===== src/hw/pmsa_pkg.sv =====
// constants, field layout and frame timing of the management status/advertisement bank
//
// Behaviour
// - status bits 15..9 always read zero
// - status bit 8 always reads one
// - status bits 7 and 6 always read one
// - status bit 5 shows negotiation complete
// - remote fault bit sticky, cleared on read
// - status bit 3 always reads one
// - link bit latches low, refreshed on read
// - status bits 1 and 0 always zero
// - first identifier word is read-only identifier
// - second identifier: identifier bits, zero model, revision
// - next page bit writable, resets zero
// - remote fault code writable, clears on completion
// - pause field writable, resets to three
// - half duplex bit always reads zero
// - full duplex bit writable, resets one
// - registers reached by management frames, addresses 1-4
package pmsa_pkg;

   // register addresses
   localparam logic [4:0]  REG_STATUS      = 5'h01;
   localparam logic [4:0]  REG_IDENT_HIGH  = 5'h02;
   localparam logic [4:0]  REG_IDENT_LOW   = 5'h03;
   localparam logic [4:0]  REG_ADVERTISE   = 5'h04;

   // status field positions and the constant capability pattern
   localparam int          STAT_AN_DONE    = 5;
   localparam int          STAT_RFAULT     = 4;
   localparam int          STAT_LINK       = 2;
   localparam logic [15:0] STAT_FIXED      = 16'h01c8;

   // advertisement field positions and reset values
   localparam int          ADV_NEXT_PAGE   = 15;
   localparam int          ADV_RF_HI       = 13;
   localparam int          ADV_RF_LO       = 12;
   localparam int          ADV_PAUSE_HI    = 8;
   localparam int          ADV_PAUSE_LO    = 7;
   localparam int          ADV_FULL_DUPLEX = 5;
   localparam logic        RST_NEXT_PAGE   = 1'b0;
   localparam logic [1:0]  RST_RFAULT      = 2'h0;
   localparam logic [1:0]  RST_PAUSE       = 2'h3;
   localparam logic        RST_FULL_DUPLEX = 1'b1;

   // identifier fields
   localparam logic [5:0]  MODEL_NUMBER    = 6'h00;
   localparam logic [3:0]  REVISION_NUMBER = 4'h0;

   // management frame layout, in bits after the start pattern
   localparam logic [1:0]  OP_WRITE        = 2'h1;
   localparam logic [1:0]  OP_READ         = 2'h2;
   localparam logic [4:0]  HDR_BITS        = 5'h0c;
   localparam logic [4:0]  TA_BITS         = 5'h02;
   localparam logic [4:0]  DATA_BITS       = 5'h10;

   typedef enum logic [1:0] {
      ST_IDLE = 2'b00,
      ST_HDR  = 2'b01,
      ST_TA   = 2'b10,
      ST_DATA = 2'b11
   } pmsa_state_t;

endpackage : pmsa_pkg


===== src/hw/pmsa_regs.sv =====
// management frame slave holding the status, identifier and advertisement registers
`timescale 1ns/10ps
`default_nettype none

module pmsa_regs
   import pmsa_pkg::*;
#(
   parameter logic [15:0] OUI_HIGH = 16'h5a3c,   // arbitrary identifier value
   parameter logic [5:0]  OUI_LOW  = 6'h2b       // arbitrary identifier value
) (
   input  wire logic       clock,               // 25 MHz system clock
   input  wire logic       sys_rst,             // synchronous reset, active high
   input  wire logic       mdc,                 // management clock pin
   input  wire logic       mdio_i,              // management data pin, input side
   output logic            mdio_o,              // management data pin, output side
   output logic            mdio_oe,             // high while this block drives data
   input  wire logic [4:0] phy_addr,            // port address this slave answers to
   input  wire logic       an_complete,         // negotiation finished, level
   input  wire logic       remote_fault_det,    // remote fault seen, level or pulse
   input  wire logic       link_up,             // physical link up, level
   output logic            adv_next_page,       // advertised next page ability
   output logic [1:0]      adv_remote_fault,    // advertised remote fault code
   output logic [1:0]      adv_pause,           // advertised pause ability
   output logic            adv_full_duplex      // advertised full duplex ability
);

   // pin synchronisers and edge history
   logic        mdc_s1_reg;
   logic        mdc_s2_reg;
   logic        mdc_d_reg;
   logic        mdio_s1_reg;
   logic        mdio_s2_reg;

   // frame tracking
   pmsa_state_t state_reg;
   pmsa_state_t state_next;
   logic [4:0]  cnt_reg;
   logic [4:0]  cnt_next;
   logic        prev_bit_reg;
   logic [11:0] hdr_reg;
   logic [11:0] hdr_next;
   logic [15:0] wr_reg;
   logic [15:0] wr_next;
   logic        wr_go_reg;
   logic        rd_go_reg;
   logic [4:0]  reg_addr_reg;

   // read path
   logic [16:0] rd_shift_reg;
   logic        drive_arm_reg;

   // register state
   logic        rf_latch_reg;
   logic        link_latch_reg;
   logic        an_done_d_reg;
   logic        np_reg;
   logic [1:0]  rf_adv_reg;
   logic [1:0]  pause_reg;
   logic        fd_reg;

   // decode wires
   logic        mdc_rise;
   logic        mdc_fall;
   logic        hdr_last;
   logic        ta_last;
   logic        data_last;
   logic        start_seen;
   logic [1:0]  hdr_op;
   logic [4:0]  hdr_phy;
   logic [4:0]  hdr_reg_sel;
   logic        hdr_done;
   logic        reg_mapped;
   logic        rd_hit;
   logic        status_read;
   logic        adv_write;
   logic        an_done_rise;
   logic [15:0] status_word;
   logic [15:0] ident_high_word;
   logic [15:0] ident_low_word;
   logic [15:0] adv_word;
   logic [15:0] rd_word;

   // both pins come from another domain, so two flops before any logic looks at them
   always_ff @(posedge clock) begin
      if (sys_rst) begin
         mdc_s1_reg  <= 1'b0;
         mdc_s2_reg  <= 1'b0;
         mdc_d_reg   <= 1'b0;
         mdio_s1_reg <= 1'b1;
         mdio_s2_reg <= 1'b1;
      end else begin
         mdc_s1_reg  <= mdc;
         mdc_s2_reg  <= mdc_s1_reg;
         mdc_d_reg   <= mdc_s2_reg;
         mdio_s1_reg <= mdio_i;
         mdio_s2_reg <= mdio_s1_reg;
      end
   end

   // edges of the management clock; it must stay well below a quarter of clock
   assign mdc_rise = mdc_s2_reg & ~mdc_d_reg;
   assign mdc_fall = ~mdc_s2_reg & mdc_d_reg;

   // frame decode; a missing preamble is fine, only the 0 then 1 start matters
   assign start_seen  = ~prev_bit_reg & mdio_s2_reg;
   assign hdr_next    = {hdr_reg[10:0], mdio_s2_reg};
   assign wr_next     = {wr_reg[14:0], mdio_s2_reg};
   assign hdr_op      = hdr_next[11:10];
   assign hdr_phy     = hdr_next[9:5];
   assign hdr_reg_sel = hdr_next[4:0];
   assign hdr_last    = (cnt_reg == HDR_BITS - 5'h01);
   assign ta_last     = (cnt_reg == TA_BITS - 5'h01);
   assign data_last   = (cnt_reg == DATA_BITS - 5'h01);
   assign hdr_done    = mdc_rise & (state_reg == ST_HDR) & hdr_last;
   // only this bank's addresses answer; the rest of 0-31 belongs to other banks
   assign reg_mapped  = (hdr_reg_sel >= REG_STATUS) & (hdr_reg_sel <= REG_ADVERTISE);
   assign rd_hit      = hdr_done & (hdr_op == OP_READ) & (hdr_phy == phy_addr)
                        & reg_mapped;
   assign status_read = rd_hit & (hdr_reg_sel == REG_STATUS);
   assign adv_write   = mdc_rise & (state_reg == ST_DATA) & data_last & wr_go_reg
                        & (reg_addr_reg == REG_ADVERTISE);

   // frame state sequencing, one step per rising management clock edge
   always_comb begin
      state_next = state_reg;
      cnt_next   = cnt_reg;
      if (mdc_rise) begin
         cnt_next = cnt_reg + 5'h01;
         unique case (state_reg)
            ST_IDLE: begin
               cnt_next = 5'h00;
               if (start_seen) begin
                  state_next = ST_HDR;
               end
            end
            ST_HDR: begin
               if (hdr_last) begin
                  state_next = ST_TA;
                  cnt_next   = 5'h00;
               end
            end
            ST_TA: begin
               if (ta_last) begin
                  state_next = ST_DATA;
                  cnt_next   = 5'h00;
               end
            end
            ST_DATA: begin
               if (data_last) begin
                  state_next = ST_IDLE;
                  cnt_next   = 5'h00;
               end
            end
         endcase
      end
   end

   always_ff @(posedge clock) begin
      if (sys_rst) begin
         state_reg <= ST_IDLE;
         cnt_reg   <= 5'h00;
      end else begin
         state_reg <= state_next;
         cnt_reg   <= cnt_next;
      end
   end

   // bit history and shift registers for the incoming frame
   always_ff @(posedge clock) begin
      if (sys_rst) begin
         prev_bit_reg <= 1'b1;
         hdr_reg      <= 12'h000;
         wr_reg       <= 16'h0000;
      end else if (mdc_rise) begin
         // held at one through a frame so its last data bits cannot fake a start
         prev_bit_reg <= (state_reg == ST_IDLE) ? mdio_s2_reg : 1'b1;
         hdr_reg      <= (state_reg == ST_HDR) ? hdr_next : hdr_reg;
         wr_reg       <= (state_reg == ST_DATA) ? wr_next : wr_reg;
      end
   end

   // command captured when the header completes
   always_ff @(posedge clock) begin
      if (sys_rst) begin
         wr_go_reg    <= 1'b0;
         rd_go_reg    <= 1'b0;
         reg_addr_reg <= 5'h00;
      end else if (hdr_done) begin
         wr_go_reg    <= (hdr_op == OP_WRITE) & (hdr_phy == phy_addr);
         rd_go_reg    <= rd_hit;
         reg_addr_reg <= hdr_reg_sel;
      end
   end

   // read words; every fixed bit comes from a constant, so writes cannot touch it
   assign status_word = STAT_FIXED
                        | (16'(an_complete)    << STAT_AN_DONE)
                        | (16'(rf_latch_reg)   << STAT_RFAULT)
                        | (16'(link_latch_reg) << STAT_LINK);
   assign ident_high_word = OUI_HIGH;
   assign ident_low_word  = {OUI_LOW, MODEL_NUMBER, REVISION_NUMBER};
   assign adv_word = (16'(np_reg) << ADV_NEXT_PAGE)
                     | (16'(rf_adv_reg) << ADV_RF_LO)
                     | (16'(pause_reg) << ADV_PAUSE_LO)
                     | (16'(fd_reg) << ADV_FULL_DUPLEX);
   assign rd_word = (hdr_reg_sel == REG_STATUS)     ? status_word :
                    (hdr_reg_sel == REG_IDENT_HIGH) ? ident_high_word :
                    (hdr_reg_sel == REG_IDENT_LOW)  ? ident_low_word :
                    adv_word;

   // read drive: zero in the second turnaround bit, then data msb first, on falling edges
   always_ff @(posedge clock) begin
      if (sys_rst) begin
         rd_shift_reg  <= 17'h00000;
         drive_arm_reg <= 1'b0;
         mdio_o        <= 1'b1;
         mdio_oe       <= 1'b0;
      end else begin
         if (rd_hit) begin
            rd_shift_reg <= {1'b0, rd_word};
         end else if (mdc_fall & drive_arm_reg) begin
            rd_shift_reg <= {rd_shift_reg[15:0], 1'b0};
         end
         if (mdc_rise & (state_reg == ST_TA) & ~ta_last & rd_go_reg) begin
            drive_arm_reg <= 1'b1;
         end else if (mdc_rise & (state_reg == ST_DATA) & data_last) begin
            drive_arm_reg <= 1'b0;
         end
         if (mdc_fall) begin
            mdio_o  <= drive_arm_reg ? rd_shift_reg[16] : 1'b1;
            mdio_oe <= drive_arm_reg;
         end
      end
   end

   // status latches: an event in the cycle of the read wins over the clear
   always_ff @(posedge clock) begin
      if (sys_rst) begin
         rf_latch_reg   <= 1'b0;
         link_latch_reg <= 1'b0;
      end else begin
         rf_latch_reg   <= remote_fault_det | (rf_latch_reg & ~status_read);
         // a link drop holds low until software has seen it
         link_latch_reg <= link_up & (link_latch_reg | status_read);
      end
   end

   // completion edge that retires the advertised fault code
   assign an_done_rise = an_complete & ~an_done_d_reg;

   // advertisement fields; a write in the cycle of completion wins
   always_ff @(posedge clock) begin
      if (sys_rst) begin
         an_done_d_reg <= 1'b0;
         np_reg        <= RST_NEXT_PAGE;
         rf_adv_reg    <= RST_RFAULT;
         pause_reg     <= RST_PAUSE;
         fd_reg        <= RST_FULL_DUPLEX;
      end else begin
         an_done_d_reg <= an_complete;
         if (adv_write) begin
            np_reg     <= wr_next[ADV_NEXT_PAGE];
            rf_adv_reg <= wr_next[ADV_RF_HI:ADV_RF_LO];
            pause_reg  <= wr_next[ADV_PAUSE_HI:ADV_PAUSE_LO];
            fd_reg     <= wr_next[ADV_FULL_DUPLEX];
         end else if (an_done_rise) begin
            rf_adv_reg <= RST_RFAULT;
         end
      end
   end

   // advertised abilities toward the negotiation function
   assign adv_next_page    = np_reg;
   assign adv_remote_fault = rf_adv_reg;
   assign adv_pause        = pause_reg;
   assign adv_full_duplex  = fd_reg;

endmodule : pmsa_regs

`default_nettype wire


===== config.mk =====
export PLATFORM = sky130hd
export DESIGN_NAME = pmsa_regs
export DESIGN_NICKNAME = d
export VERILOG_FILES = /design/src/hw/pmsa_pkg.sv /design/src/hw/pmsa_regs.sv
export SDC_FILE = /design/constraint.sdc
export NUM_CORES = 1
export LEC_CHECK = 0
export ABC_AREA = 1
export ABC_CLOCK_PERIOD_IN_PS = 2400
export BUFFER_PORTS_ARGS = -buffer_cell sky130_fd_sc_hd__buf_2
export CAP_MARGIN = 10
export CORE_ASPECT_RATIO = 0.6
export CORE_MARGIN = 5
export CORE_UTILIZATION = 60
export DETAILED_ROUTE_END_ITERATION = 10
export PLACE_DENSITY = 0.79
export SLEW_MARGIN = 20
export SYNTH_ARGS = -nofsm -noshare
export SYNTH_HDL_FRONTEND = slang
export SYNTH_SLANG_ARGS = --single-unit

===== constraint.sdc =====
create_clock -name clock -period 2.4 [get_ports clock]
set_clock_uncertainty 0.2 [all_clocks]
set_input_delay 0.6 -clock clock [delete_from_list [all_inputs] [get_ports clock]]
set_output_delay 0.6 -clock clock [all_outputs]
set_load 0.01 [all_outputs]

==> Yosys cells after proc, flatten, opt, wreduce, memory -nomap -nowiden <==
Cells that the tools add are included.
{ "op_classes": {"eq_ne": 17, "mux": 20, "bitwise": 35, "magnitude_cmp": 2, "addsub": 1, "n_reduce_logical": 8} }
{ "ops": {"columns": ["cell", "count"], "rows": [
  ["$mux 16", 5],
  ["$and 1x1->1", 22],
  ["$pmux 5 s4", 1],
  ["$or 16x14->16", 1],
  ["$or 16x6->16", 1],
  ["$or 16x9->16", 1],
  ["$mux 5", 3],
  ["$mux 2", 6],
  ["$eq 5x1->1 const B", 2],
  ["$eq 5x2->1 const B", 2],
  ["$eq 5x4->1 const B", 2],
  ["$or 9x3->9", 1],
  ["$or 9x5->9", 1],
  ["$ne 2x2->1 const B", 4],
  ["$pmux 2 s4", 1],
  ["$eq 2x2->1 const B", 3],
  ["$not 1->1", 6],
  ["$reduce_bool 2->1", 3],
  ["$add 5x1->5 const B", 1],
  ["$eq 5x3->1 const B", 1],
  ["$eq 5x5->1", 1],
  ["$ge 5x1->1 const B", 1],
  ["$le 5x3->1 const B", 1],
  ["$reduce_and 5->1", 1],
  ["6 further kinds", 12]
]} }
{ "totals": {"register_bits": 75, "input_bits": 12, "wordCells": 108, "output_inout_bits": 8} }

==> Logic depth before layout (Yosys ltp) <==
Gate-level depths: netlist (run 1).
{ "logic_depth": {"word_depth": 11, "depth_mapped": 12, "ltp_nobuf": 12} }

==> Worst setup path before layout (run 1) <==
No wires, ideal clock.
{ "synth_path": {"path_kind": "register to register", "startpoint": "register cnt_reg[0]", "endpoint": "register cnt_reg[1]", "setup_time_ns": 0.058, "period_less_slack_ns": 1.825, "arrival_ns": 1.567, "n_path_buf": 0, "path_stages_with_launch": 10, "path_slack_ns": 0.575, "t_required_ns": 2.142, "path_cell_list": "dfxtp_1 ha_1 nand2_1 nor2_1 ha_1 or2_2 nand3_1 nand2_1 nor3_1 o21a_1"} }
{ "synth_via": {"elab_chain_cells": 3, "elab_cells_between_ends": 8, "classes_between": "add/sub: 1; eq/ne: 3; mux: 4"} }
{ "synth_lines": {"columns": ["item", "line_no", "rtl"], "rows": [
  ["from (decl)", "pmsa_regs.sv:37", "logic [4:0] cnt_reg;"],
  ["from (signal assigned)", "pmsa_regs.sv:164", "cnt_reg <= cnt_next;"],
  ["$add 5x1->5 (tied with other cells)", "pmsa_regs.sv:128", "cnt_next = cnt_reg + 5'h01;"],
  ["$mux 5 (on tied branches)", "pmsa_regs.sv:149, pmsa_regs.sv:137, pmsa_regs.sv:143", null],
  ["$pmux 5 s4 *", "pmsa_regs.sv:129", "unique case (state_reg)"]
]} }
Every way passes the cells marked *; elsewhere a longest branch is shown, timed or not.
A chain may end at the register's enable or synchronous reset.

==> Final worst setup path (run 1) <==
{ "layout_path": {"startpoint": "register state_reg[1]", "endpoint": "register rf_latch_reg"} }
{ "layout_via": {"elab_chain_cells": 10} }
{ "layout_lines": {"columns": ["item", "line_no", "rtl"], "rows": [
  ["from (decl)", "pmsa_regs.sv:35", "pmsa_state_t state_reg;"],
  ["from (signal assigned)", "pmsa_regs.sv:163", "state_reg <= state_next;"],
  ["$eq 2x1->1", "pmsa_regs.sv:114", "assign hdr_done = mdc_rise & (state_reg == ST_HDR) & hdr_last;"],
  ["$and 1x1->1 (2 in series)", "pmsa_regs.sv:114", null],
  ["$and 1x1->1 (2 in series)", "pmsa_regs.sv:117", "assign rd_hit = hdr_done & (hdr_op == OP_READ) & (hdr_phy == phy_addr)"],
  ["$and 1x1->1", "pmsa_regs.sv:118", "& reg_mapped;"],
  ["$and 1x1->1", "pmsa_regs.sv:119", "assign status_read = rd_hit & (hdr_reg_sel == REG_STATUS);"],
  ["$not 1->1", "pmsa_regs.sv:242", "rf_latch_reg <= remote_fault_det | (rf_latch_reg & ~status_read);"],
  ["$and 1x1->1", "pmsa_regs.sv:242", null],
  ["$or 1x1->1", "pmsa_regs.sv:242", null],
  ["to (signal assigned)", "pmsa_regs.sv:242", null],
  ["to (decl)", "pmsa_regs.sv:53", "logic rf_latch_reg;"]
]} }
Every way passes these cells.

==> run summary, run 1 <==
Setup violations remaining at the end of the flow were counted as 0. The die area was 7040 um^2. The run finished with clean final reports.

For the post-route total power, the log shows 2.461 mW. The leading register cell type out of synthesis was dfxtp_1. The library cell used most frequently in the layout, excluding fill and tap cells, is nand2_1. The slew at the pin closest to its max-slew limit came out at 609.4 ps. For the data required time at the worst endpoint, the log shows 2420 ps. In the routed layout, each cell is associated on average with a via count of 5.336. The post-route clock period utilization came out at 0.9069.

The repair_antennas step left the layout with diodes totalling 0. Synthesis inferred 73 register bits. The number of nets handed over by synthesis was 462.

The number of hold buffers added after CTS was 0. The uppermost metal layer occupied by signal nets is met4. The clock tree root driver cell was clkbuf_8. After the first detailed-routing iteration, the DRC count stood at 231. At the end of routability-driven placement, the weighted congestion stood at 0.8672. In this run the vertical extent of the chip is 67.03 um. Counting distinct cell types in the post-synthesis netlist gives 32. The normalized max-slew margin is 0.5933, and the number of pins exceeding their max-slew limit in the final report is 0. Number of standard cells in the layout, taps in and fillers out: 532. The number of core rows was 20; the core occupancy in the finished layout was 0.7046.

For this run, design rule violations remaining after detail routing come to 0. TritonCTS built the clock tree. Of all nets on the critical path, the largest fanout is 15.

After routing the design area is 3632 um^2. In the final layout, flip-flops and latches occupy 1461 um^2. The routed length on met1 is 3.601 mm, and the smallest setup slack after layout is 223.3 ps. From synthesis to final layout, the design area changed by 11.70%.

The cell type with the largest total area after synthesis was dfxtp_1. For this run, the detailed router's first-pass iteration total came to 5. Class of the tightest hold or removal check: reg -> reg. Setup repair after global routing left no endpoint under its margin. The via count of the first global-routing pass is 2589, and the number of gates resized after cts is 0. The library cells used most frequently in the layout, excluding fill and tap cells, are nand2_1, dfxtp_1, nor2_1. For the number of placed instances, taps included, the log shows 516.

For the worst supply voltage drop on vdd, the log shows 0.3956 mV. The run gives 0 as the initial antenna violation count. In this run the power density over the cells is 677.7 nW/um^2. The net count of the finished layout is 481.

The die boundary width came out at 105.0 um. The number of clock buffers added by TritonCTS is 9. The fraction of final layout cells sized beyond drive strength 1 was 0.1223; the number of filler cells placed in the layout was 419.

The area share of the largest cell type after synthesis is 0.4494, and the core area is 5155 um^2. After technology mapping, the gate count stands at 442. The routed layout has 2839 vias. Summing all multi-input logic gate instances after layout gives 1521 um^2.

The tightest hold path in the finished design has a slack of 220.8 ps. For the pre-CTS setup slack, the log shows 252.1 ps. Summed over all layers, the routed wires come to 7.094 mm. The post-synthesis instance area is 3252 um^2. Detailed routing placed a total of 2.991 mm of wire on met2. Post-CTS timing repair inserted 0 buffers for setup. The run gives 0 as the number of failing hold endpoints at the final stage.

The minimum clock period was 2177 ps. The cell leakage power was 1.591 nW; the first-pass GRT wire length was 12.34 mm. The kind of start point of the critical path is a flop. STA classifies the critical path endpoint as a flop. The logs give 3390 um^2 for the area of placed instances and 3 for the deepest level of the CTS H-tree. Data on the critical path arrives at its endpoint at 2200 ps. The pin count of the biggest net entering global routing was 45; the max-capacitance violation count was 0. For the total global routing track utilization, the log shows 0.2188.

After detailed routing, the average wire length per cell comes to 13.33 um. The synthesized area per cell was 7.357 um^2. Clock-pin slew on the worst setup and hold paths: 80 ps. The initial core utilization was 0.6308; the number of synthesized flops with an enable pin was 0. The maximum root-to-sink buffer count came out at 2. The worst setup path is of the reg -> reg kind. The detail route stage leaves a number of antenna-violating nets equal to 0.

Port buffering added 19 buffers. The Yosys step of the flow raised 0 warnings. CTS saw 73 sinks. Summed over all nets, wire length on met3 after detailed routing comes to 442 um. The run gives 0 as the global route total overflow. Pin placement for this block handled 20 I/O pins. The share of synthesized area occupied by flip-flops and latches is 0.4494.

By area the synthesized netlist is led by dfxtp_1, nand2_1, nor2_1. For the worst-skew pair, the clock arrives at the later sink with an insertion delay of 340 ps. Summed over all nets, the half-perimeter wirelength after detailed placement is 4.762 mm. The fraction of synthesis flops using an asynchronous set or reset pin is 0. Summed over all failing endpoints, the final setup total negative slack is 0 ps. Static timing analysis puts the maximum clock frequency at 459.4 MHz.
[power by group]
part	switching (mW)	leakage (nW)	internal [mW]
Clock	0.466	0.117	0.696
Combinational	0.0523	0.885	0.0238
Sequential	0.00531	0.590	1.22
Total	0.524	1.59	1.94
[per-layer routing]
| layer | GRT usage | up-vias |
|---|---|---|
| met5 | 0 | - |
| met4 | 0.04466 | 0 |
| met3 | 0.07648 | 10 |
| met2 | 0.3197 | 87 |
| met1 | 0.3101 | 1273 |
| li1 | - | 1469 |
[cells by family (layout without fill, tap and decap cells)]
logic type	Yosys count	after routing	share of synthesized area
AO/OA/AOI/OAI	94	94	0.1608
flip-flops	73	73	0.4494
XOR/XNOR	1	1	0.002694
adder cells (fa/ha/maj)	8	8	0.03078
AND/OR/NAND/NOR	198	198	0.2736
buffers and inverters	68	92	0.08272
[path summary, 6_finish.rpt]
kind	startpoint	to	slack, ps	cells past startpoint
setup / recovery	state_reg[1]$_SDFFE_PP0P_	rf_latch_reg$_SDFF_PP0_	220	9
hold / removal	mdc_s1_reg$_SDFF_PP0_	mdc_s2_reg$_SDFF_PP0_	220	2
hold reg to reg	mdc_s1_reg$_SDFF_PP0_	mdc_s2_reg$_SDFF_PP0_	220	2
setup reg to reg	state_reg[1]$_SDFFE_PP0P_	rf_latch_reg$_SDFF_PP0_	220	9
[cell type report]
cell class,count,area share
well taps,66,0.02274
inverters,53,0.05477
flip-flops and latches,73,0.4023
clock buffers,10,0.03514
clock inverters,6,0.03169
multi-input cells,301,0.4189
repair buffers,23,0.03445
[critical path, cell delays in order, from the launching register on]
cell and delay (ps):
dfxtp_1 340, inv_1 100, ha_1 300, nand3_4 140, nor2_8 210, nand3_4 110, nor2_4 350, nand2_1 130
a21oi_1 150, nor2_1 50
[cell usage after synthesis (2+ instances only)]
| library cell | n |
|---|---|
| nand2_1 | 82 |
| dfxtp_1 | 73 |
| nor2_1 | 63 |
| inv_1 | 51 |
| a21oi_1 | 40 |
| o21ai_0 | 33 |
| nand3_1 | 30 |
| clkbuf_1 | 8 |
| ha_1 | 8 |
| a21boi_1 | 7 |
| buf_2 | 5 |
| a211oi_1 | 4 |
| nand4_1 | 4 |
| nor3_1 | 4 |
| nand2_2 | 3 |
| or2_2 | 3 |
| a21oi_2 | 2 |
| inv_2 | 2 |
| nand3_4 | 2 |
| nor2_2 | 2 |
| nor2_4 | 2 |
| o211ai_1 | 2 |
| o21a_1 | 2 |
| o21ai_1 | 2 |
Note: power is estimated with default switching activity, not from simulation.
==> inputs of run 2 (changes only) <==
--- a/config.mk
+++ b/config.mk
@@ -14,6 +14,7 @@
 export CORE_UTILIZATION = 60
 export DETAILED_ROUTE_END_ITERATION = 10
 export PLACE_DENSITY = 0.79
+export REMOVE_ABC_BUFFERS = 1
 export SLEW_MARGIN = 20
 export SYNTH_ARGS = -nofsm -noshare
 export SYNTH_HDL_FRONTEND = slang
==> run summary, run 2 (synthesis gave the netlist of run 1 again) <==
First-pass GRT wire length: 12.14 mm (-1.6%). The endpoint of the lowest-slack register-to-register path was rf_latch_reg$_SDFF_PP0_. For the sum of routed wire length over all layers, the log shows 6.896 mm (-2.8%). The mean number of vias per cell is 5.353 (+0.32%), and the count of final setup violators is 0 (unchanged). The run gives 0 (unchanged) as the initial antenna violation count.

The insertion delay to the later sink of the worst-skew pair is 330 ps (about the same). The worst register-to-register path begins at state_reg[1]$_SDFFE_PP0P_. The post-route clock period utilization works out to 0.9161 (+0.009165). The number of pins exceeding their max-slew limit in the final report is 0 (unchanged), and the number of ports placed on the die boundary is 20 (unchanged). The run finished with clean final reports.

The number of gates resized after cts was 0 (unchanged). For the number of core rows, the log shows 20 (unchanged). The switching part of the total came out at 0.2151 (+0.002197). The logs give 0.436 (-0.036) for the clock power share and 5155 um^2 (unchanged) for the core area. Kind of start point of the critical path: a flop. The run gives 0 (unchanged) as the count of nets left with antenna violations after detail routing.

The logs give 0.2133 (-0.005481) for the total global routing track utilization and 0.4270 mV (+7.9%) for the worst supply voltage drop on vdd. The number of buffers added on ports is 19 (unchanged). The hold buffer count at CTS is 0 (unchanged), and the normalized max-slew margin is 0.6234 (+0.03011). The cell area power density was 637.9 nW/um^2 (-5.9%). The tools report the post-detailed-route DRC marker count as 0 (unchanged).

The worst-case register-to-register setup slack is 200 ps (-20 ps). TritonCTS built the clock tree. For the via count of the routed design, the log shows 2848 (+0.32%).

The number of clock buffers inserted by TritonCTS was 9 (unchanged). The tools report the setup total negative slack as 0 ps (unchanged). The class of the tightest hold or removal check was reg -> reg. The post-synthesis to final-layout area growth works out to 10.85%.

For the pin count of the biggest net entering global routing, the log shows 45 (unchanged). The number of failing hold endpoints at the final stage came out at 0 (unchanged). Start point of the critical path: state_reg[1]$_SDFFE_PP0P_. The logs give 0 (unchanged) for the global route total overflow and 459 (+9.5%) for the number of filler cells placed in the layout. The post-CTS setup-driven buffer insertion count came out at 0 (unchanged). The critical path in this run is classified as reg -> reg. The TritonCTS sink count was 73 (unchanged). In the layout the commonest cells are nand2_1, dfxtp_1, nor2_1. The core occupancy in the finished layout is 0.6993 (-0.005340), and the depth of the worst hold-timing path is 1 (-1). The logs give 454.8 MHz (-1.0%) for the highest clock rate and 0.033 (+0.002) for the combinational group share of total power. The logs give 3 (unchanged) for the deepest level of the CTS H-tree and 0.8843 (+2.0%) for the global placement routability congestion.

The logic depth of the worst register-to-register path was 9 (unchanged). The slew at the pin closest to its max-slew limit is 564.3 ps (-45.12 ps). The proportion of power drawn by flip-flops and latches is 0.532 (+0.035), and the initial core utilization is 0.6308 (unchanged). For the antenna diode count, the log shows 0 (unchanged).

The run gives 7040 um^2 (unchanged) as the die area. The data arrival time of the critical path was 2220 ps (+20 ps); the internal portion of total power was 1.805 mW (-6.8%). Clock tree synthesis selected as its root buffer the cell clkbuf_8. The minimum clock period is 2199 ps (+22.00 ps).

The data required time at the worst endpoint is 2420 ps (about the same), and the detailed-route wire length per cell is 12.96 um (-2.8%). The floorplan die height works out to 67.03 um (unchanged). Setup repair after global routing left no endpoint under its margin.

The fraction of final layout cells sized beyond drive strength 1 is 0.1245 (+0.002146). The number of nets at the end of the flow was 481 (unchanged); the number of optimization iterations in the first detailed-route pass was 5 (unchanged). The most common cell after layout, fill and taps aside is nand2_1.

Maximum fanout along the worst path: 15 (unchanged). The power spent charging and discharging nets came out at 0.4945 mW (-5.6%). The tools report the end point of the critical path as rf_latch_reg$_SDFF_PP0_. The logs give 2 (unchanged) for the maximum root-to-sink buffer count and 1.579 nW (-0.78%) for the cell leakage power. The max-capacitance violation count is 0 (unchanged). The clock-pin slew on the worst setup and hold paths is 80 ps (about the same). The tools report the estimated wirelength of the detail-placed design as 4.839 mm (+1.6%). STA classifies the critical path endpoint as a flop. The die boundary width was 105.0 um (unchanged). For the starting DRC count in detailed routing, the log shows 228 (-1.3%).

The via count of the first global-routing pass came out at 2629 (+1.5%).
## run 2: changes by cell type in the layout (fill, tap and decap cells not counted)
cell and delta:
clkinv_2 +1, clkinvlp_4 +1, clkbuf_1 -1, bufinv_16 -2
inv_6 -1, clkbuf_8 +3, clkinv_4 -1
## run 2: layout make-up
| class | instances | area, um^2 | area share |
|---|---|---|---|
| tap | 66 | 82.58 | 0.02291 |
| multi-input combinational | 301 | 1521 | 0.4221 |
| clock buffer | 12 | 165.2 | 0.04582 |
| inverter | 53 | 198.9 | 0.05519 |
| sequential | 73 | 1461 | 0.4054 |
| clock inverter | 4 | 50.05 | 0.01388 |
| timing repair buffer | 23 | 125.1 | 0.03471 |
## run 2: worst min-delay path by stage
stage                           startpoint                endpoint  slack, ps
detailed placement  mdio_s1_reg$_SDFF_PP1_  mdio_s2_reg$_SDFF_PP1_        200
finish              mdio_s1_reg$_SDFF_PP1_  mdio_s2_reg$_SDFF_PP1_        210
global route        mdio_s1_reg$_SDFF_PP1_  mdio_s2_reg$_SDFF_PP1_        220
floorplan            mdc_s1_reg$_SDFF_PP0_   mdc_s2_reg$_SDFF_PP0_        190
CTS                 mdio_s1_reg$_SDFF_PP1_  mdio_s2_reg$_SDFF_PP1_        220
global placement    mdio_s1_reg$_SDFF_PP1_  mdio_s2_reg$_SDFF_PP1_        190
## run 2: worst max-delay path: stages, from the launching register on
cell and delay [ps]:
dfxtp_1 330, inv_1 100, ha_1 330, nand3_4 160, nor2_8 210, nand3_4 110, nor2_4 330, nand2_1 130
a21oi_1 140, nor2_1 50
## run 2: metal layers
layer,global-route usage,wire (um)
met5,0,0
met4,0.04147,42
met3,0.06196,444
met2,0.3245,2921
met1,0.3017,3488
## run 2: stage by stage
step | instance area (um^2) | cells | total power [mW] | worst slack (ps) | hold slack, ps
2_1_floorplan | 3182 | 427 | 1.291 | 441.4 | 188.3
4_1_cts | 3605 | 532 | 2.306 | 194.0 | 215.7
5_1_grt | 3605 | 532 | 2.385 | 20.63 | 222.8
3_5_place_dp | 3390 | 516 | 1.326 | 210.2 | 198.5
6_report | 3605 | 532 | 2.299 | 201.4 | 211.1
3_3_place_gp | 3390 | 516 | 1.324 | 204.9 | 192.7
## run 2: power groups by stage
stage	Sequential [mW]	Clock (mW)	Combinational (mW)
after floorplan	1.25	0	0.0420
after global placement	1.25	0	0.0736
after detailed placement	1.25	0	0.0750
after CTS	1.22	1.01	0.0754
after global routing	1.22	1.08	0.0857
final	1.22	1.00	0.0753
